File: config.mk
export PLATFORM = sky130hd
export DESIGN_NAME = chg_config_bank
export DESIGN_NICKNAME = d
export VERILOG_FILES = /design/src/chg_pkg.sv /design/src/chg_config_bank.sv
export VERILOG_INCLUDE_DIRS = /design/src
export SDC_FILE = /design/constraint.sdc
export NUM_CORES = 1
export LEC_CHECK = 0
export BUFFER_PORTS_ARGS = -buffer_cell sky130_fd_sc_hd__clkbuf_2
export CORE_MARGIN = 10
export CORE_UTILIZATION = 36
export CTS_BUF_LIST = sky130_fd_sc_hd__clkbuf_4
export DETAILED_ROUTE_END_ITERATION = 12
export PLACE_DENSITY = 0.57
export SLEW_MARGIN = 0
export SYNTH_ARGS = -nofsm -noshare
export SYNTH_HDL_FRONTEND = slang
export SYNTH_SLANG_ARGS = --single-unit
File: constraint.sdc
create_clock -name clk -period 4.55 [get_ports clk]
set_input_delay 0.455 -clock clk [delete_from_list [all_inputs] [get_ports clk]]
set_output_delay 0.455 -clock clk [all_outputs]
set_load 0.05 [all_outputs]
File: src/chg_defs.svh
// register offsets, reset values, field positions and timing counts for the charger bank
`ifndef CHG_DEFS_SVH
`define CHG_DEFS_SVH

`define CHG_ADDR_VLIM      8'h04
`define CHG_ADDR_CTL1      8'h05
`define CHG_ADDR_CTL2      8'h06
`define CHG_ADDR_CTL3      8'h07

`define CHG_RST_VLIM       8'h40
`define CHG_RST_CTL1       8'h9E
`define CHG_RST_CTL2       8'hE6
`define CHG_RST_CTL3       8'h4C

// bits of 07h that the watchdog restores (7, 6, 2)
`define CHG_CTL3_WD_MASK   8'hC4

// field positions
`define CHG_VCODE_HI       7
`define CHG_VCODE_LO       3
`define CHG_TOPUP_HI       2
`define CHG_TOPUP_LO       1
`define CHG_RECHG_BIT      0
`define CHG_TERM_BIT       7
`define CHG_WD_HI          5
`define CHG_WD_LO          4
`define CHG_SAFE_BIT       3
`define CHG_FAST_BIT       2
`define CHG_WARM_BIT       0
`define CHG_OVP_HI         7
`define CHG_OVP_LO         6
`define CHG_VIN_HI         3
`define CHG_VIN_LO         0

// analog targets, in millivolts
`define CHG_CHARGE_REGULATION_VOLTAGE_BASE_MV   13'd4300
`define CHG_CHARGE_REGULATION_VOLTAGE_STEP_MV   13'd10
`define CHG_CHARGE_REGULATION_VOLTAGE_LIN_CODE  5'd9
`define CHG_WARM_MAX_MV    13'd4100
`define CHG_RECHG_LO_MV    8'd120
`define CHG_RECHG_HI_MV    8'd210
`define CHG_VIN_BASE_MV    13'd3900
`define CHG_VIN_STEP_MV    13'd100

// timing: watchdog base tick of one second at a 10 ns clock
`define CHG_WD_TICK_MS     1000
`define CHG_CLK_PERIOD_NS  10
`define CHG_WD_TICK_CYCLES ((`CHG_WD_TICK_MS * 1000000) / `CHG_CLK_PERIOD_NS)
`define CHG_PRECHG_HOURS   5'd2
`define CHG_FAST_LONG_H    5'd20
`define CHG_FAST_SHORT_H   5'd10

`endif

File: src/chg_pkg.sv
// types shared by the charger configuration bank
package chg_pkg;

  // decoded configuration fields
  typedef struct packed {
    logic [4:0] charge_voltage_code;
    logic [1:0] topup_duration_select;
    logic       recharge_threshold_select;
    logic       term_enable;
    logic [1:0] watchdog_select;
    logic       safety_timer_enable;
    logic       fast_charge_timer_select;
    logic       warm_zone_voltage_select;
    logic [1:0] input_overvoltage_select;
    logic [3:0] input_voltage_limit;
  } chg_cfg_t;

  // analog targets and durations derived from the fields
  typedef struct packed {
    logic [12:0] charge_regulation_voltage;
    logic [12:0] warm_charge_voltage;
    logic [7:0]  recharge_drop_mv;
    logic [5:0]  topup_minutes;
    logic [7:0]  watchdog_seconds;
    logic [4:0]  precharge_hours;
    logic [4:0]  fast_charge_hours;
    logic [14:0] overvoltage_mv;
    logic [12:0] input_limit_mv;
  } chg_target_t;

  // register-port request
  typedef struct packed {
    logic       wr;
    logic       rd;
    logic [7:0] addr;
    logic [7:0] wdata;
  } chg_req_t;

endpackage : chg_pkg

File: src/chg_config_bank.sv
// configuration registers 04h-07h of the charger with host watchdog
`timescale 1ns/1ns
`include "chg_defs.svh"

module chg_config_bank #(
  parameter int unsigned TICK_CYCLES = `CHG_WD_TICK_CYCLES
) (
  input  wire logic              clk,
  input  wire logic              rst_n,
  input  wire logic              ce,
  input  wire chg_pkg::chg_req_t req,
  output logic [7:0]             rdata,
  output logic                   rvalid,
  input  wire logic              host_timeout_restart,
  output logic                   host_timeout_restart_clr,
  output logic                   watchdog_expired,
  output logic                   watchdog_fault,
  output chg_pkg::chg_cfg_t      cfg,
  output chg_pkg::chg_target_t   target
);

  // charge voltage code to millivolts
  function automatic logic [12:0] charge_regulation_voltage_mv(input logic [4:0] code);
    logic [12:0] mv;
    mv = 13'd0;
    case (code)
      5'h00:   mv = 13'd3504;
      5'h01:   mv = 13'd3600;
      5'h02:   mv = 13'd3696;
      5'h03:   mv = 13'd3800;
      5'h04:   mv = 13'd3904;
      5'h05:   mv = 13'd4000;
      5'h06:   mv = 13'd4100;
      5'h07:   mv = 13'd4150;
      5'h08:   mv = 13'd4200;
      default: mv = 13'(`CHG_CHARGE_REGULATION_VOLTAGE_BASE_MV + `CHG_CHARGE_REGULATION_VOLTAGE_STEP_MV * 13'(code - `CHG_CHARGE_REGULATION_VOLTAGE_LIN_CODE));
    endcase
    return mv;
  endfunction : charge_regulation_voltage_mv

  // watchdog field to seconds, zero when disabled
  function automatic logic [7:0] wd_seconds(input logic [1:0] sel);
    logic [7:0] s;
    s = 8'h00;
    case (sel)
      2'h1:    s = 8'd40;
      2'h2:    s = 8'd80;
      2'h3:    s = 8'd160;
      default: s = 8'h00;
    endcase
    return s;
  endfunction : wd_seconds

  logic [7:0]  vlim_reg, vlim_next;
  logic [7:0]  ctl1_reg, ctl1_next;
  logic [7:0]  ctl2_reg, ctl2_next;
  logic [7:0]  ctl3_reg, ctl3_next;
  logic [7:0]  rdata_reg, rdata_next;
  logic        rvalid_reg, rvalid_next;
  logic [31:0] tick_reg, tick_next;
  logic [7:0]  sec_reg, sec_next;
  logic        clr_reg, clr_next;
  logic        exp_reg, exp_next;
  logic        fault_reg, fault_next;
  logic [7:0]  period_s;
  logic        tick_done;
  logic        expire;
  logic        restart;

  // watchdog period and expiry detection
  assign period_s  = wd_seconds(ctl1_reg[`CHG_WD_HI:`CHG_WD_LO]);
  assign tick_done = (tick_reg == TICK_CYCLES - 1);
  assign restart   = host_timeout_restart && !clr_reg;
  assign expire    = (period_s != 8'h00) && tick_done && (sec_reg == period_s - 8'h01) && !restart;

  // watchdog counters, restart acknowledge and fault flag
  always_comb begin
    tick_next  = tick_reg;
    sec_next   = sec_reg;
    clr_next   = 1'b0;
    exp_next   = 1'b0;
    fault_next = fault_reg;
    if (period_s == 8'h00 || restart) begin
      tick_next = 32'h0;
      sec_next  = 8'h00;
    end else if (tick_done) begin
      tick_next = 32'h0;
      sec_next  = expire ? 8'h00 : sec_reg + 8'h01;
    end else begin
      tick_next = tick_reg + 32'h1;
    end
    if (restart) begin
      clr_next   = 1'b1;
      fault_next = 1'b0;
    end
    if (expire) begin
      exp_next   = 1'b1;
      fault_next = 1'b1;
    end
  end

  // register file: host writes, watchdog restores defaults of 04h, 05h and bits 7, 6, 2 of 07h, keeps 06h
  always_comb begin
    vlim_next = vlim_reg;
    ctl1_next = ctl1_reg;
    ctl2_next = ctl2_reg;
    ctl3_next = ctl3_reg;
    if (req.wr) begin
      case (req.addr)
        `CHG_ADDR_VLIM: vlim_next = req.wdata;
        `CHG_ADDR_CTL1: ctl1_next = req.wdata;
        `CHG_ADDR_CTL2: ctl2_next = req.wdata;
        `CHG_ADDR_CTL3: ctl3_next = req.wdata;
        default: ;
      endcase
    end
    if (expire) begin
      vlim_next = `CHG_RST_VLIM;
      ctl1_next = `CHG_RST_CTL1;
      ctl3_next = (ctl3_next & ~`CHG_CTL3_WD_MASK) | (`CHG_RST_CTL3 & `CHG_CTL3_WD_MASK);
    end
  end

  // read path, unmapped addresses read zero
  always_comb begin
    rdata_next  = rdata_reg;
    rvalid_next = req.rd;
    if (req.rd) begin
      case (req.addr)
        `CHG_ADDR_VLIM: rdata_next = vlim_reg;
        `CHG_ADDR_CTL1: rdata_next = ctl1_reg;
        `CHG_ADDR_CTL2: rdata_next = ctl2_reg;
        `CHG_ADDR_CTL3: rdata_next = ctl3_reg;
        default:        rdata_next = 8'h00;
      endcase
    end
  end

  // state registers, frozen while ce is low unless rst_n is low
  always_ff @(posedge clk) begin
    if (!rst_n) begin
      vlim_reg   <= `CHG_RST_VLIM;
      ctl1_reg   <= `CHG_RST_CTL1;
      ctl2_reg   <= `CHG_RST_CTL2;
      ctl3_reg   <= `CHG_RST_CTL3;
      rdata_reg  <= 8'h00;
      rvalid_reg <= 1'b0;
      tick_reg   <= 32'h0;
      sec_reg    <= 8'h00;
      clr_reg    <= 1'b0;
      exp_reg    <= 1'b0;
      fault_reg  <= 1'b0;
    end else if (ce) begin
      vlim_reg   <= vlim_next;
      ctl1_reg   <= ctl1_next;
      ctl2_reg   <= ctl2_next;
      ctl3_reg   <= ctl3_next;
      rdata_reg  <= rdata_next;
      rvalid_reg <= rvalid_next;
      tick_reg   <= tick_next;
      sec_reg    <= sec_next;
      clr_reg    <= clr_next;
      exp_reg    <= exp_next;
      fault_reg  <= fault_next;
    end
  end

  // registered values onto the ports
  assign rdata                    = rdata_reg;
  assign rvalid                   = rvalid_reg;
  assign host_timeout_restart_clr = clr_reg;
  assign watchdog_expired         = exp_reg;
  assign watchdog_fault           = fault_reg;

  // field decode
  always_comb begin
    cfg.charge_voltage_code       = vlim_reg[`CHG_VCODE_HI:`CHG_VCODE_LO];
    cfg.topup_duration_select     = vlim_reg[`CHG_TOPUP_HI:`CHG_TOPUP_LO];
    cfg.recharge_threshold_select = vlim_reg[`CHG_RECHG_BIT];
    cfg.term_enable               = ctl1_reg[`CHG_TERM_BIT];
    cfg.watchdog_select           = ctl1_reg[`CHG_WD_HI:`CHG_WD_LO];
    cfg.safety_timer_enable       = ctl1_reg[`CHG_SAFE_BIT];
    cfg.fast_charge_timer_select  = ctl1_reg[`CHG_FAST_BIT];
    cfg.warm_zone_voltage_select  = ctl1_reg[`CHG_WARM_BIT];
    cfg.input_overvoltage_select  = ctl2_reg[`CHG_OVP_HI:`CHG_OVP_LO];
    cfg.input_voltage_limit       = ctl2_reg[`CHG_VIN_HI:`CHG_VIN_LO];
  end

  // analog targets and durations, zero means function off
  always_comb begin
    target.charge_regulation_voltage = charge_regulation_voltage_mv(cfg.charge_voltage_code);
    if (cfg.warm_zone_voltage_select || target.charge_regulation_voltage < `CHG_WARM_MAX_MV) begin
      target.warm_charge_voltage = target.charge_regulation_voltage;
    end else begin
      target.warm_charge_voltage = `CHG_WARM_MAX_MV;
    end
    target.recharge_drop_mv = cfg.recharge_threshold_select ? `CHG_RECHG_HI_MV : `CHG_RECHG_LO_MV;
    target.topup_minutes    = 6'(6'd15 * {4'h0, cfg.topup_duration_select});
    target.watchdog_seconds = period_s;
    target.precharge_hours  = cfg.safety_timer_enable ? `CHG_PRECHG_HOURS : 5'd0;
    if (!cfg.safety_timer_enable) begin
      target.fast_charge_hours = 5'd0;
    end else if (cfg.fast_charge_timer_select) begin
      target.fast_charge_hours = `CHG_FAST_SHORT_H;
    end else begin
      target.fast_charge_hours = `CHG_FAST_LONG_H;
    end
    case (cfg.input_overvoltage_select)
      2'h0:    target.overvoltage_mv = 15'd5850;
      2'h1:    target.overvoltage_mv = 15'd6400;
      2'h2:    target.overvoltage_mv = 15'd11000;
      default: target.overvoltage_mv = 15'd14200;
    endcase
    target.input_limit_mv = 13'(`CHG_VIN_BASE_MV + `CHG_VIN_STEP_MV * {9'h0, cfg.input_voltage_limit});
  end
endmodule : chg_config_bank

==> results of run 1 <==
[cells by family (layout without fill, tap and decap cells)]
logic type	count (synthesis)	in the layout	share of synthesized area, %
mux	21	21	5.29
flops	84	84	28.5
buf+inv	99	188	9.77
compound gates	102	102	12.6
fa+ha+maj	44	44	9.60
xor+xnor	63	63	9.60
other cells	2	19	0.127
simple gates	254	254	24.5
[what timing repair did]
item,4_1_cts,5_1_grt
setup buffers,5,4
hold buffers,0,0
setup endpoints to repair,15,15
pin swaps,12,7
gates resized for setup,36,29
[metrics by stage]
stage	util [%]	std cells	hold slack (ns)	total power (W)	setup TNS [ns]
6_report	43.9	991	0.303	0.00130	-1.63
3_3_place_gp	41.1	966	0.453	0.000878	0
3_5_place_dp	41.1	966	0.459	0.000879	-0.173
2_1_floorplan	-	686	0.436	0.000864	-0.299
4_1_cts	43.3	987	0.262	0.00132	-2.32
5_1_grt	43.9	991	0.297	0.00137	-4.56
[worst max-delay path: cells and delay by family, from the launching register on]
kind                     cells  cell delay, ns
AND/OR/NAND/NOR              4            1.21
adder cells (fa/ha/maj)      4            1.01
AO/OA/AOI/OAI                4            0.69
XOR/XNOR                     2            0.41
flip-flops                   1            0.37
buffers and inverters        1            0.17
[worst paths after layout]
path / end / cells after the start
worst max register to register: tick_reg[14] / 7
worst min-delay path: ctl2_reg[1] / 3
worst min register to register: watchdog_fault / 2
worst max-delay path: target[64] / 15
[cell usage after synthesis (6+ instances only)]
cell type / number / share of area, %
a22oi_1: 19 / 2.4
buf_4: 46 / 5.9
xnor2_1: 31 / 4.6
inv_1: 33 / 2.1
nor2_1: 58 / 3.7
mux2i_1: 12 / 2.0
ha_1: 42 / 8.9
a21oi_1: 8 / 0.68
xor2_1: 31 / 4.6
nand3_1: 20 / 1.7
clkbuf_1: 10 / 0.64
and3_1: 11 / 1.2
a21boi_0: 6 / 0.76
nand4_1: 10 / 1.1
buf_2: 6 / 0.51
mux4_2: 8 / 3.1
nand2_1: 46 / 2.9
nand2b_1: 12 / 1.3
nor2b_1: 34 / 3.6
o21ai_0: 17 / 1.4
or2_2: 7 / 0.74
o211ai_1: 6 / 0.76
o22ai_1: 6 / 0.64
dfxtp_1: 84 / 29
a21o_1: 6 / 0.76
nor3_1: 10 / 0.85
[power by group through the flow]
| stage | Clock (W) | Combinational [W] | Sequential (W) |
|---|---|---|---|
| 2_1_floorplan | 0 | 0.000105 | 0.000759 |
| 3_3_place_gp | 0 | 0.000122 | 0.000756 |
| 3_5_place_dp | 0 | 0.000123 | 0.000756 |
| 4_1_cts | 0.000456 | 0.000125 | 0.000740 |
| 5_1_grt | 0.000491 | 0.000136 | 0.000741 |
| 6_report | 0.000435 | 0.000126 | 0.000740 |
[layout make-up]
cell class,count,area (um^2),share of cell area (%)
clock buffers,10,75.1,1.07
clock inverters,6,65.1,0.929
inverters,34,128,1.82
multi-input cells,503,3890,55.5
flip-flops and latches,84,1700,24.2
well taps,216,270,3.86
repair buffers,138,881,12.6
[cells in the final DEF, fill, tap and decap left out, types with 5 or more instances in the layout]
master      n
clkbuf_2  105
dfxtp_1    79
nor2_1     57
nand2_1    45
ha_1       38
inv_1      32
xnor2_1    30
nor2b_1    30
xor2_1     29
nand3_1    20
a22oi_1    19
conb_1     19
o21ai_0    16
buf_4      16
mux2i_1    12
buf_8      12
nand2b_1   11
and3_1     11
clkbuf_4   11
nor3_1     10
nand4_1    10
mux4_2      8
a21oi_1     7
or2_2       7
a21o_1      6
o22ai_1     6
o211ai_1    6
a21boi_0    5
[metal layers]
layer	up-vias	routed length, um	track usage, %
li1	2451	-	-
met5	-	0	0
met1	2320	7080	17.7
met3	8	961	3.48
met2	124	7810	24.6
met4	0	95	3.27
==> flow_metrics.env, run 1 <==
export IMPL_globalplace_congestion=0.859
export IMPL_largest_register_ffs=32
export IMPL_ios=140
export IMPL_ys_async_sr_fraction_pct=0
export IMPL_path_common_cell="ha_4"
export IMPL_synth_seq_cells=84
export IMPL_switching_share_pct=27.3
export IMPL_htreeDepth=3
export IMPL_die_area_mm2=0.0219
export IMPL_cts_sinks=84
export IMPL_maxSlewHeadroom_pct=20.9
export IMPL_syn2layout_area_growth_pct=18.9
export IMPL_hpwl_um=12300
export IMPL_die_h_um=148
export IMPL_first_pass_iters=4
export IMPL_power_internal_w=0.000945
export IMPL_crit_fanout=6
export IMPL_critPathSlowestCell="or3_4"
export IMPL_post_route_period_util_pct=104
export IMPL_grt_pass1_vias=5003
export IMPL_vias=4903
export IMPL_clk_latency_ns=0.43
export IMPL_final_area_mm2=0.00700
export IMPL_p_leak_nw=2.90
export IMPL_violations="setup timing"
export IMPL_switching_power_w=0.000356
export IMPL_antennaDiodeCount=0
export IMPL_cp_cell_sequence="or3_4 -> xnor2_4 -> ha_4 -> ha_4 -> fa_2 -> a21o_1 -> a21o_1 -> ha_4 -> and4_4 -> nor4_4 -> and2b_2 -> xor2_4 -> o21bai_4 -> a21boi_2 -> buf_8"
export IMPL_p_seq_share_pct=56.9
export IMPL_placed_area_mm2=0.00655
export IMPL_synth_edff_count=0
export IMPL_vdd_drop_max_mv=0.0954
export IMPL_status="finished with violations"
export IMPL_cts_tree="done"
export IMPL_fin_nets=836
export IMPL_fillers=1608
export IMPL_overflow=0
export IMPL_clockPowerShare_pct=33.4
export IMPL_slew_viol_final=0
export IMPL_min_from="req[1]"
export IMPL_fin_ws_ns=-0.190
export IMPL_synth_area_per_cell_um2=8.81
export IMPL_pwr_share_comb_pct=9.7
export IMPL_start_util_pct=37.0
export IMPL_place_ws_ns=-0.0717
export IMPL_slowest_delay_ns=0.40
export IMPL_grt_max_degree=49
export IMPL_critPathKind="reg2out"
export IMPL_crit_start="vlim_reg[3]"
export IMPL_die_x_um=148
export IMPL_max_cap_violations=0
export IMPL_route_antenna_remaining_nets=0
export IMPL_r2r_start="tick_reg[0]"
export IMPL_power_per_cell_area_mw_per_mm2=186
export IMPL_regToRegSetupSlack_ns=1.92
export IMPL_drive_gt1_share_pct=29.5
export IMPL_seq_area_frac_synth_pct=28.5
export IMPL_clock_path_buffers=2
export IMPL_final_hold_viol_count=0
export IMPL_synth_flop_cell="dfxtp_1"
export IMPL_core_area_mm2=0.0159
export IMPL_finalClockSkew_ns=0.0143
export IMPL_end_kind="output port"
export IMPL_worstPathArrival_ns=4.29
export IMPL_grt_pass1_wl_um=26000
export IMPL_drc_errors=0
export IMPL_period_needed_ns=4.74
export IMPL_critPathLaunchType="flip-flop"
export IMPL_port_buffers=120
export IMPL_hold_class="in2reg"
export IMPL_cts_buffers=9
export IMPL_via_per_inst=4.95
export IMPL_wl_per_cell_um=16.1
export IMPL_antenna_found_initial=0
export IMPL_worstMarginPinSlew_ns=1.18
export IMPL_max_freq_mhz=211
export IMPL_syn_inst=669
export IMPL_clk_pin_slew_ns=0.13
export IMPL_rsz0062_at_grt="yes"
export IMPL_finalSetupViolCount=13
export IMPL_drt_iter0_markers=235
export IMPL_wirelength_um=15900
export IMPL_root_buffer="clkbuf_4"
export IMPL_yosysWarnings=0
export IMPL_grt_usage_pct=14.4
export IMPL_cp_required_ns=4.09
export IMPL_netlist_area_mm2=0.00589
export IMPL_synth_distinct_cells=77
export IMPL_placementRows=46
Power figures use the tool's default switching activity.
==> inputs of run 2 (changes only) <==
--- a/config.mk
+++ b/config.mk
@@ -7,11 +7,14 @@
 export NUM_CORES = 1
 export LEC_CHECK = 0
 export BUFFER_PORTS_ARGS = -buffer_cell sky130_fd_sc_hd__clkbuf_2
+export CELL_PAD_IN_SITES_DETAIL_PLACEMENT = 0
+export CELL_PAD_IN_SITES_GLOBAL_PLACEMENT = 1
 export CORE_MARGIN = 10
 export CORE_UTILIZATION = 36
 export CTS_BUF_LIST = sky130_fd_sc_hd__clkbuf_4
 export DETAILED_ROUTE_END_ITERATION = 12
-export PLACE_DENSITY = 0.57
+export PLACE_DENSITY = 0.74
+export RECOVER_POWER = 25
 export SLEW_MARGIN = 0
 export SYNTH_ARGS = -nofsm -noshare
 export SYNTH_HDL_FRONTEND = slang
==> run 2 against run 1 <==
Compared with the run above:
- worst hold slack got worse by 0.026 ns
- power down 3.1%
- sequential cell count is the same
- the flow finishes with violations (capacitance limit, slew limit, setup timing)
- critical path depth is the same
- first-iteration DRC count up 12%
- core utilization barely moved
- register-to-register slack got worse by 0.05 ns
- combinational power is essentially flat
- sequential power barely moved
==> flow_metrics.env, run 2 (synthesis gave the netlist of run 1 again) <==
export IMPL_max_freq_mhz=210
export IMPL_power_internal_w=0.000885
export IMPL_port_buffers=120
export IMPL_clk_pin_slew_ns=0.15
export IMPL_clockPowerShare_pct=31.3
export IMPL_grt_usage_pct=14.4
export IMPL_switching_power_w=0.000375
export IMPL_syn2layout_area_growth_pct=18.8
export IMPL_cp_cell_sequence="or3_4 -> xnor2_4 -> ha_4 -> ha_4 -> fa_2 -> a21o_1 -> a21o_1 -> ha_4 -> and2_4 -> nor4_4 -> and2b_2 -> xor2_4 -> o21bai_4 -> a21boi_2 -> buf_8"
export IMPL_largest_register_ffs=32
export IMPL_root_buffer="clkbuf_4"
export IMPL_vias=4971
export IMPL_clock_path_buffers=2
export IMPL_finalClockSkew_ns=0.0162
export IMPL_path_common_cell="ha_4"
export IMPL_final_common_cell="dfxtp_1"
export IMPL_slowest_delay_ns=0.41
export IMPL_placementRows=46
export IMPL_end_kind="output port"
export IMPL_vdd_drop_max_mv=0.138
export IMPL_core_area_mm2=0.0159
export IMPL_maxSlewHeadroom_pct=-13.7
export IMPL_period_needed_ns=4.76
export IMPL_critPathLaunchType="flip-flop"
export IMPL_wl_per_cell_um=16.2
export IMPL_p_leak_nw=2.78
export IMPL_globalplace_congestion=0.814
export IMPL_cts_buffers=9
export IMPL_grt_pass1_vias=4996
export IMPL_cp_required_ns=4.09
export IMPL_hpwl_um=12400
export IMPL_drive_gt1_share_pct=24.9
export IMPL_power_per_cell_area_mw_per_mm2=180
export IMPL_worstMarginPinSlew_ns=1.71
export IMPL_start_util_pct=37.0
export IMPL_final_hold_viol_count=0
export IMPL_die_h_um=148
export IMPL_drt_iter0_markers=263
export IMPL_worstPathArrival_ns=4.31
export IMPL_crit_fanout=7
export IMPL_htreeDepth=3
export IMPL_cts_sinks=84
export IMPL_route_antenna_remaining_nets=0
export IMPL_grt_pass1_wl_um=26200
export IMPL_clk_latency_ns=0.47
export IMPL_max_cap_violations=1
export IMPL_drc_errors=0
export IMPL_pwr_share_comb_pct=10.0
export IMPL_overflow=0
export IMPL_switching_share_pct=29.8
export IMPL_antenna_found_initial=0
export IMPL_critPathSlowestCell="or3_4"
export IMPL_post_route_period_util_pct=105
export IMPL_first_pass_iters=4
export IMPL_die_area_mm2=0.0219
export IMPL_final_core_util_pct=43.9
export IMPL_status="finished with violations"
export IMPL_final_cell_mix="79 x dfxtp_1, 68 x clkbuf_2, 58 x nor2_1"
export IMPL_ios=140
export IMPL_grt_max_degree=49
export IMPL_fin_hold_ws_ns=0.277
export IMPL_die_x_um=148
export IMPL_cts_tree="done"
export IMPL_critPathKind="reg2out"
export IMPL_hold_class="in2reg"
export IMPL_p_seq_share_pct=58.7
export IMPL_rsz0062_at_grt="yes"
export IMPL_fin_ws_ns=-0.211
export IMPL_antennaDiodeCount=0
export IMPL_violations="capacitance limit, slew limit, setup timing"
export IMPL_via_per_inst=5.01
export IMPL_fin_nets=837
export IMPL_slew_viol_final=49
export IMPL_finalSetupViolCount=14
export IMPL_wirelength_um=16100
-- run 2: routing by layer --
layer	track usage, %	vias up	wire length [um]
li1	-	2461	-
met1	17.5	2363	7160
met2	24.9	124	7940
met3	3.17	23	779
met4	4.36	0	221
met5	0	-	0
-- run 2: stage by stage --
step	instances	TNS, ns	instance area (um^2)	total power (W)	worst slack, ns
floorplan	686	-0.299	6070	0.000864	-0.152
global placement	964	0	6540	0.000877	0.0607
detailed placement	964	-0.101	6540	0.000879	-0.0524
CTS	990	-1.51	6930	0.00127	-0.207
global route	992	-4.30	7000	0.00132	-0.380
finish	992	-1.80	7000	0.00126	-0.211
-- run 2: critical path: cells and delay by family (launching register included) --
family,cells,cell delay [ns]
buffers and inverters,1,0.16
DFF,1,0.38
and+or+nand+nor,4,1.17
adders and majority gates,4,1.02
xor gates and xnor gates,2,0.38
AOI/OAI and AO/OA,4,0.73
-- run 2: final cells by class --
cell class / count / area (um^2)
clock buffer: 9 / 67.6
clock inverter: 7 / 52.6
fill: 1601 / 8950
inverter: 34 / 128
multi-input combinational: 503 / 3930
sequential: 84 / 1700
tap: 216 / 270
timing repair buffer: 139 / 850
-- run 2: power by group through the flow --
stage          logic (W)  clock network (W)  registers, W
2_1_floorplan   0.000105                  0      0.000759
3_3_place_gp    0.000121                  0      0.000756
3_5_place_dp    0.000123                  0      0.000756
4_1_cts         0.000126           0.000406      0.000740
5_1_grt         0.000137           0.000445      0.000741
6_report        0.000127           0.000394      0.000740
-- run 2: worst paths after layout --
kind | startpoint | end | slack [ns] | cells after the start
worst max-delay path | vlim_reg[4] | target[64] | -0.21 | 15
worst min-delay path | req[1] | ctl1_reg[1] | 0.28 | 3
worst max register to register | tick_reg[8] | tick_reg[5] | 1.87 | 6
worst min register to register | ctl2_reg[5] | ctl2_reg[5] | 0.49 | 2
-- run 2: repair_timing --
action	CTS	global route
resized for setup	41	31
pin swaps	16	9
buffers inserted	10	2
hold buffers	0	0
endpoints found under the setup margin	15	15
==> inputs of run 3 (changes only) <==
--- a/config.mk
+++ b/config.mk
@@ -9,6 +9,7 @@
 export BUFFER_PORTS_ARGS = -buffer_cell sky130_fd_sc_hd__clkbuf_2
 export CELL_PAD_IN_SITES_DETAIL_PLACEMENT = 0
 export CELL_PAD_IN_SITES_GLOBAL_PLACEMENT = 1
+export CORE_ASPECT_RATIO = 0.75
 export CORE_MARGIN = 10
 export CORE_UTILIZATION = 36
 export CTS_BUF_LIST = sky130_fd_sc_hd__clkbuf_4
==> run 3 against run 2 <==
Compared with the run above:
- clock skew rose by 0.0031 ns
- largest power group unchanged
- via count is 0.50% lower
- critical endpoint is now target[71]
- global-route usage fell by 0.28 points
- highest routed layer unchanged
- critical path depth unchanged
- the flow still finishes with violations (capacitance limit, slew limit, setup timing)
==> flow_metrics.env, run 3 (synthesis gave the netlist of run 1 again) <==
export IMPL_finalClockSkew_ns=0.0192
export IMPL_path_buf_inv=1
export IMPL_end_kind="output port"
export IMPL_route_antenna_remaining_nets=0
export IMPL_hold_class="in2reg"
export IMPL_p_leak_nw=2.80
export IMPL_wirelength_um=16100
export IMPL_die_area_mm2=0.0219
export IMPL_clk_latency_ns=0.45
export IMPL_final_common_cell="dfxtp_1"
export IMPL_violations="capacitance limit, slew limit, setup timing"
export IMPL_switching_share_pct=27.7
export IMPL_largest_register_ffs=32
export IMPL_power_per_cell_area_mw_per_mm2=181
export IMPL_die_x_um=168
export IMPL_post_route_period_util_pct=104
export IMPL_via_per_inst=5.00
export IMPL_worstPathArrival_ns=4.26
export IMPL_grt_max_degree=49
export IMPL_slew_viol_final=49
export IMPL_antennaDiodeCount=0
export IMPL_final_hold_viol_count=0
export IMPL_period_needed_ns=4.72
export IMPL_cts_sinks=84
export IMPL_grt_pass1_wl_um=25700
export IMPL_clock_path_buffers=2
export IMPL_crit_fanout=6
export IMPL_port_buffers=120
export IMPL_path_common_cell="ha_4"
export IMPL_die_h_um=131
export IMPL_drive_gt1_share_pct=25.1
export IMPL_p_seq_share_pct=58.5
export IMPL_ff2ff_path_depth=7
export IMPL_first_pass_iters=4
export IMPL_ios=140
export IMPL_final_cell_mix="79 x dfxtp_1, 69 x clkbuf_2, 56 x nor2_1"
export IMPL_holdBufCountCts=0
export IMPL_fin_ws_ns=-0.166
export IMPL_cts_buffers=9
export IMPL_overflow=0
export IMPL_wl_per_cell_um=16.3
export IMPL_globalplace_congestion=0.851
export IMPL_max_freq_mhz=212
export IMPL_vias=4946
export IMPL_crit_family="simple AND/OR/NAND/NOR gates"
export IMPL_start_util_pct=36.8
export IMPL_multi_input_area_mm2=0.00390
export IMPL_fin_nets=841
export IMPL_clockPowerShare_pct=31.5
export IMPL_pwr_share_comb_pct=10.0
export IMPL_status="finished with violations"
export IMPL_critPathKind="reg2out"
export IMPL_power_internal_w=0.000914
export IMPL_cts_tree="done"
export IMPL_worst_path_stages=15
export IMPL_syn2layout_area_growth_pct=18.5
export IMPL_setup_tns_ns=-1.11
export IMPL_htreeDepth=3
export IMPL_max_cap_violations=1
export IMPL_vdd_drop_max_mv=0.108
export IMPL_placementRows=40
export IMPL_core_area_mm2=0.0160
export IMPL_root_buffer="clkbuf_4"
export IMPL_critPathSlowestCell="or3_4"
export IMPL_worstMarginPinSlew_ns=1.87
export IMPL_slowest_delay_ns=0.40
export IMPL_grt_usage_pct=14.2
export IMPL_placed_area_mm2=0.00657
export IMPL_drc_errors=0
export IMPL_clk_pin_slew_ns=0.14
export IMPL_rsz0062_at_grt="yes"
export IMPL_maxSlewHeadroom_pct=-24.6
export IMPL_critPathLaunchType="flip-flop"
export IMPL_drt_iter0_markers=224
export IMPL_final_area_mm2=0.00698
export IMPL_hpwl_um=12300
export IMPL_seq_area_mm2=0.00170
export IMPL_switching_power_w=0.000350
export IMPL_whs_path_depth=3
export IMPL_fillers=1612
export IMPL_cp_cell_sequence="or3_4 -> xnor2_4 -> ha_4 -> ha_4 -> fa_2 -> a21o_1 -> a21o_1 -> ha_4 -> and4_4 -> nor4_4 -> and2b_2 -> xor2_4 -> o21bai_4 -> a21boi_2 -> buf_8"
export IMPL_cp_required_ns=4.09
export IMPL_finalSetupViolCount=12
export IMPL_antenna_found_initial=0
export IMPL_grt_pass1_vias=5068
run 3: worst paths after layout:
check	endpoint	startpoint	slack [ns]
setup / recovery	target[71]	vlim_reg[3]	-0.17
hold reg to reg	watchdog_expired	watchdog_expired	0.50
hold / removal	ctl3_reg[3]	req[3]	0.27
setup reg to reg	tick_reg[6]	tick_reg[0]	1.86
run 3: cell type report:
class	instances	share of cell area, %
Sequential cell	84	24.3
Clock buffer	14	1.50
Multi-Input combinational cell	503	55.8
Clock inverter	2	0.179
Timing Repair Buffer	143	12.6
Tap cell	210	3.76
Inverter	34	1.86
run 3: through the flow:
stage          utilization (%)  std cells  total power (W)  hold WS [ns]  setup slack, ns
3_5_place_dp              41.0        962         0.000880         0.465          -0.0602
2_1_floorplan                -        686         0.000864         0.436           -0.152
5_1_grt                   43.6        990          0.00132         0.227           -0.372
6_report                  43.6        990          0.00126         0.270           -0.166
4_1_cts                   43.1        987          0.00128         0.244           -0.228
3_3_place_gp              41.0        962         0.000878         0.451           0.0640
run 3: power by group through the flow:
stage / registers, W / logic (W) / clock network [W]
floorplan: 0.000759 / 0.000105 / 0
global placement: 0.000756 / 0.000122 / 0
detailed placement: 0.000756 / 0.000124 / 0
CTS: 0.000740 / 0.000126 / 0.000409
global route: 0.000741 / 0.000135 / 0.000445
finish: 0.000740 / 0.000126 / 0.000398
run 3: routing by layer:
layer	routed length [um]	vias up	global-route usage, %
met2	7410	136	23.5
met1	7460	2332	17.5
met5	0	-	0
li1	-	2466	-
met3	1110	12	4.51
met4	148	0	3.78
run 3: worst register-to-register path, stage by stage (launching register included):
cell and delay (ns):
dfxtp_1 0.39, ha_1 0.24, nor4b_1 0.27, nand3_1 0.15, nor4_2 0.31, o21ai_2 0.20, nand2_1 0.85, nor2_1 0.14
run 3: repair_timing:
action | CTS | global route
setup buffers | 9 | 3
pin swaps | 13 | 9
endpoints found under the setup margin | 15 | 15
gates resized for setup | 33 | 33
endpoints found under the hold margin | 0 | 0
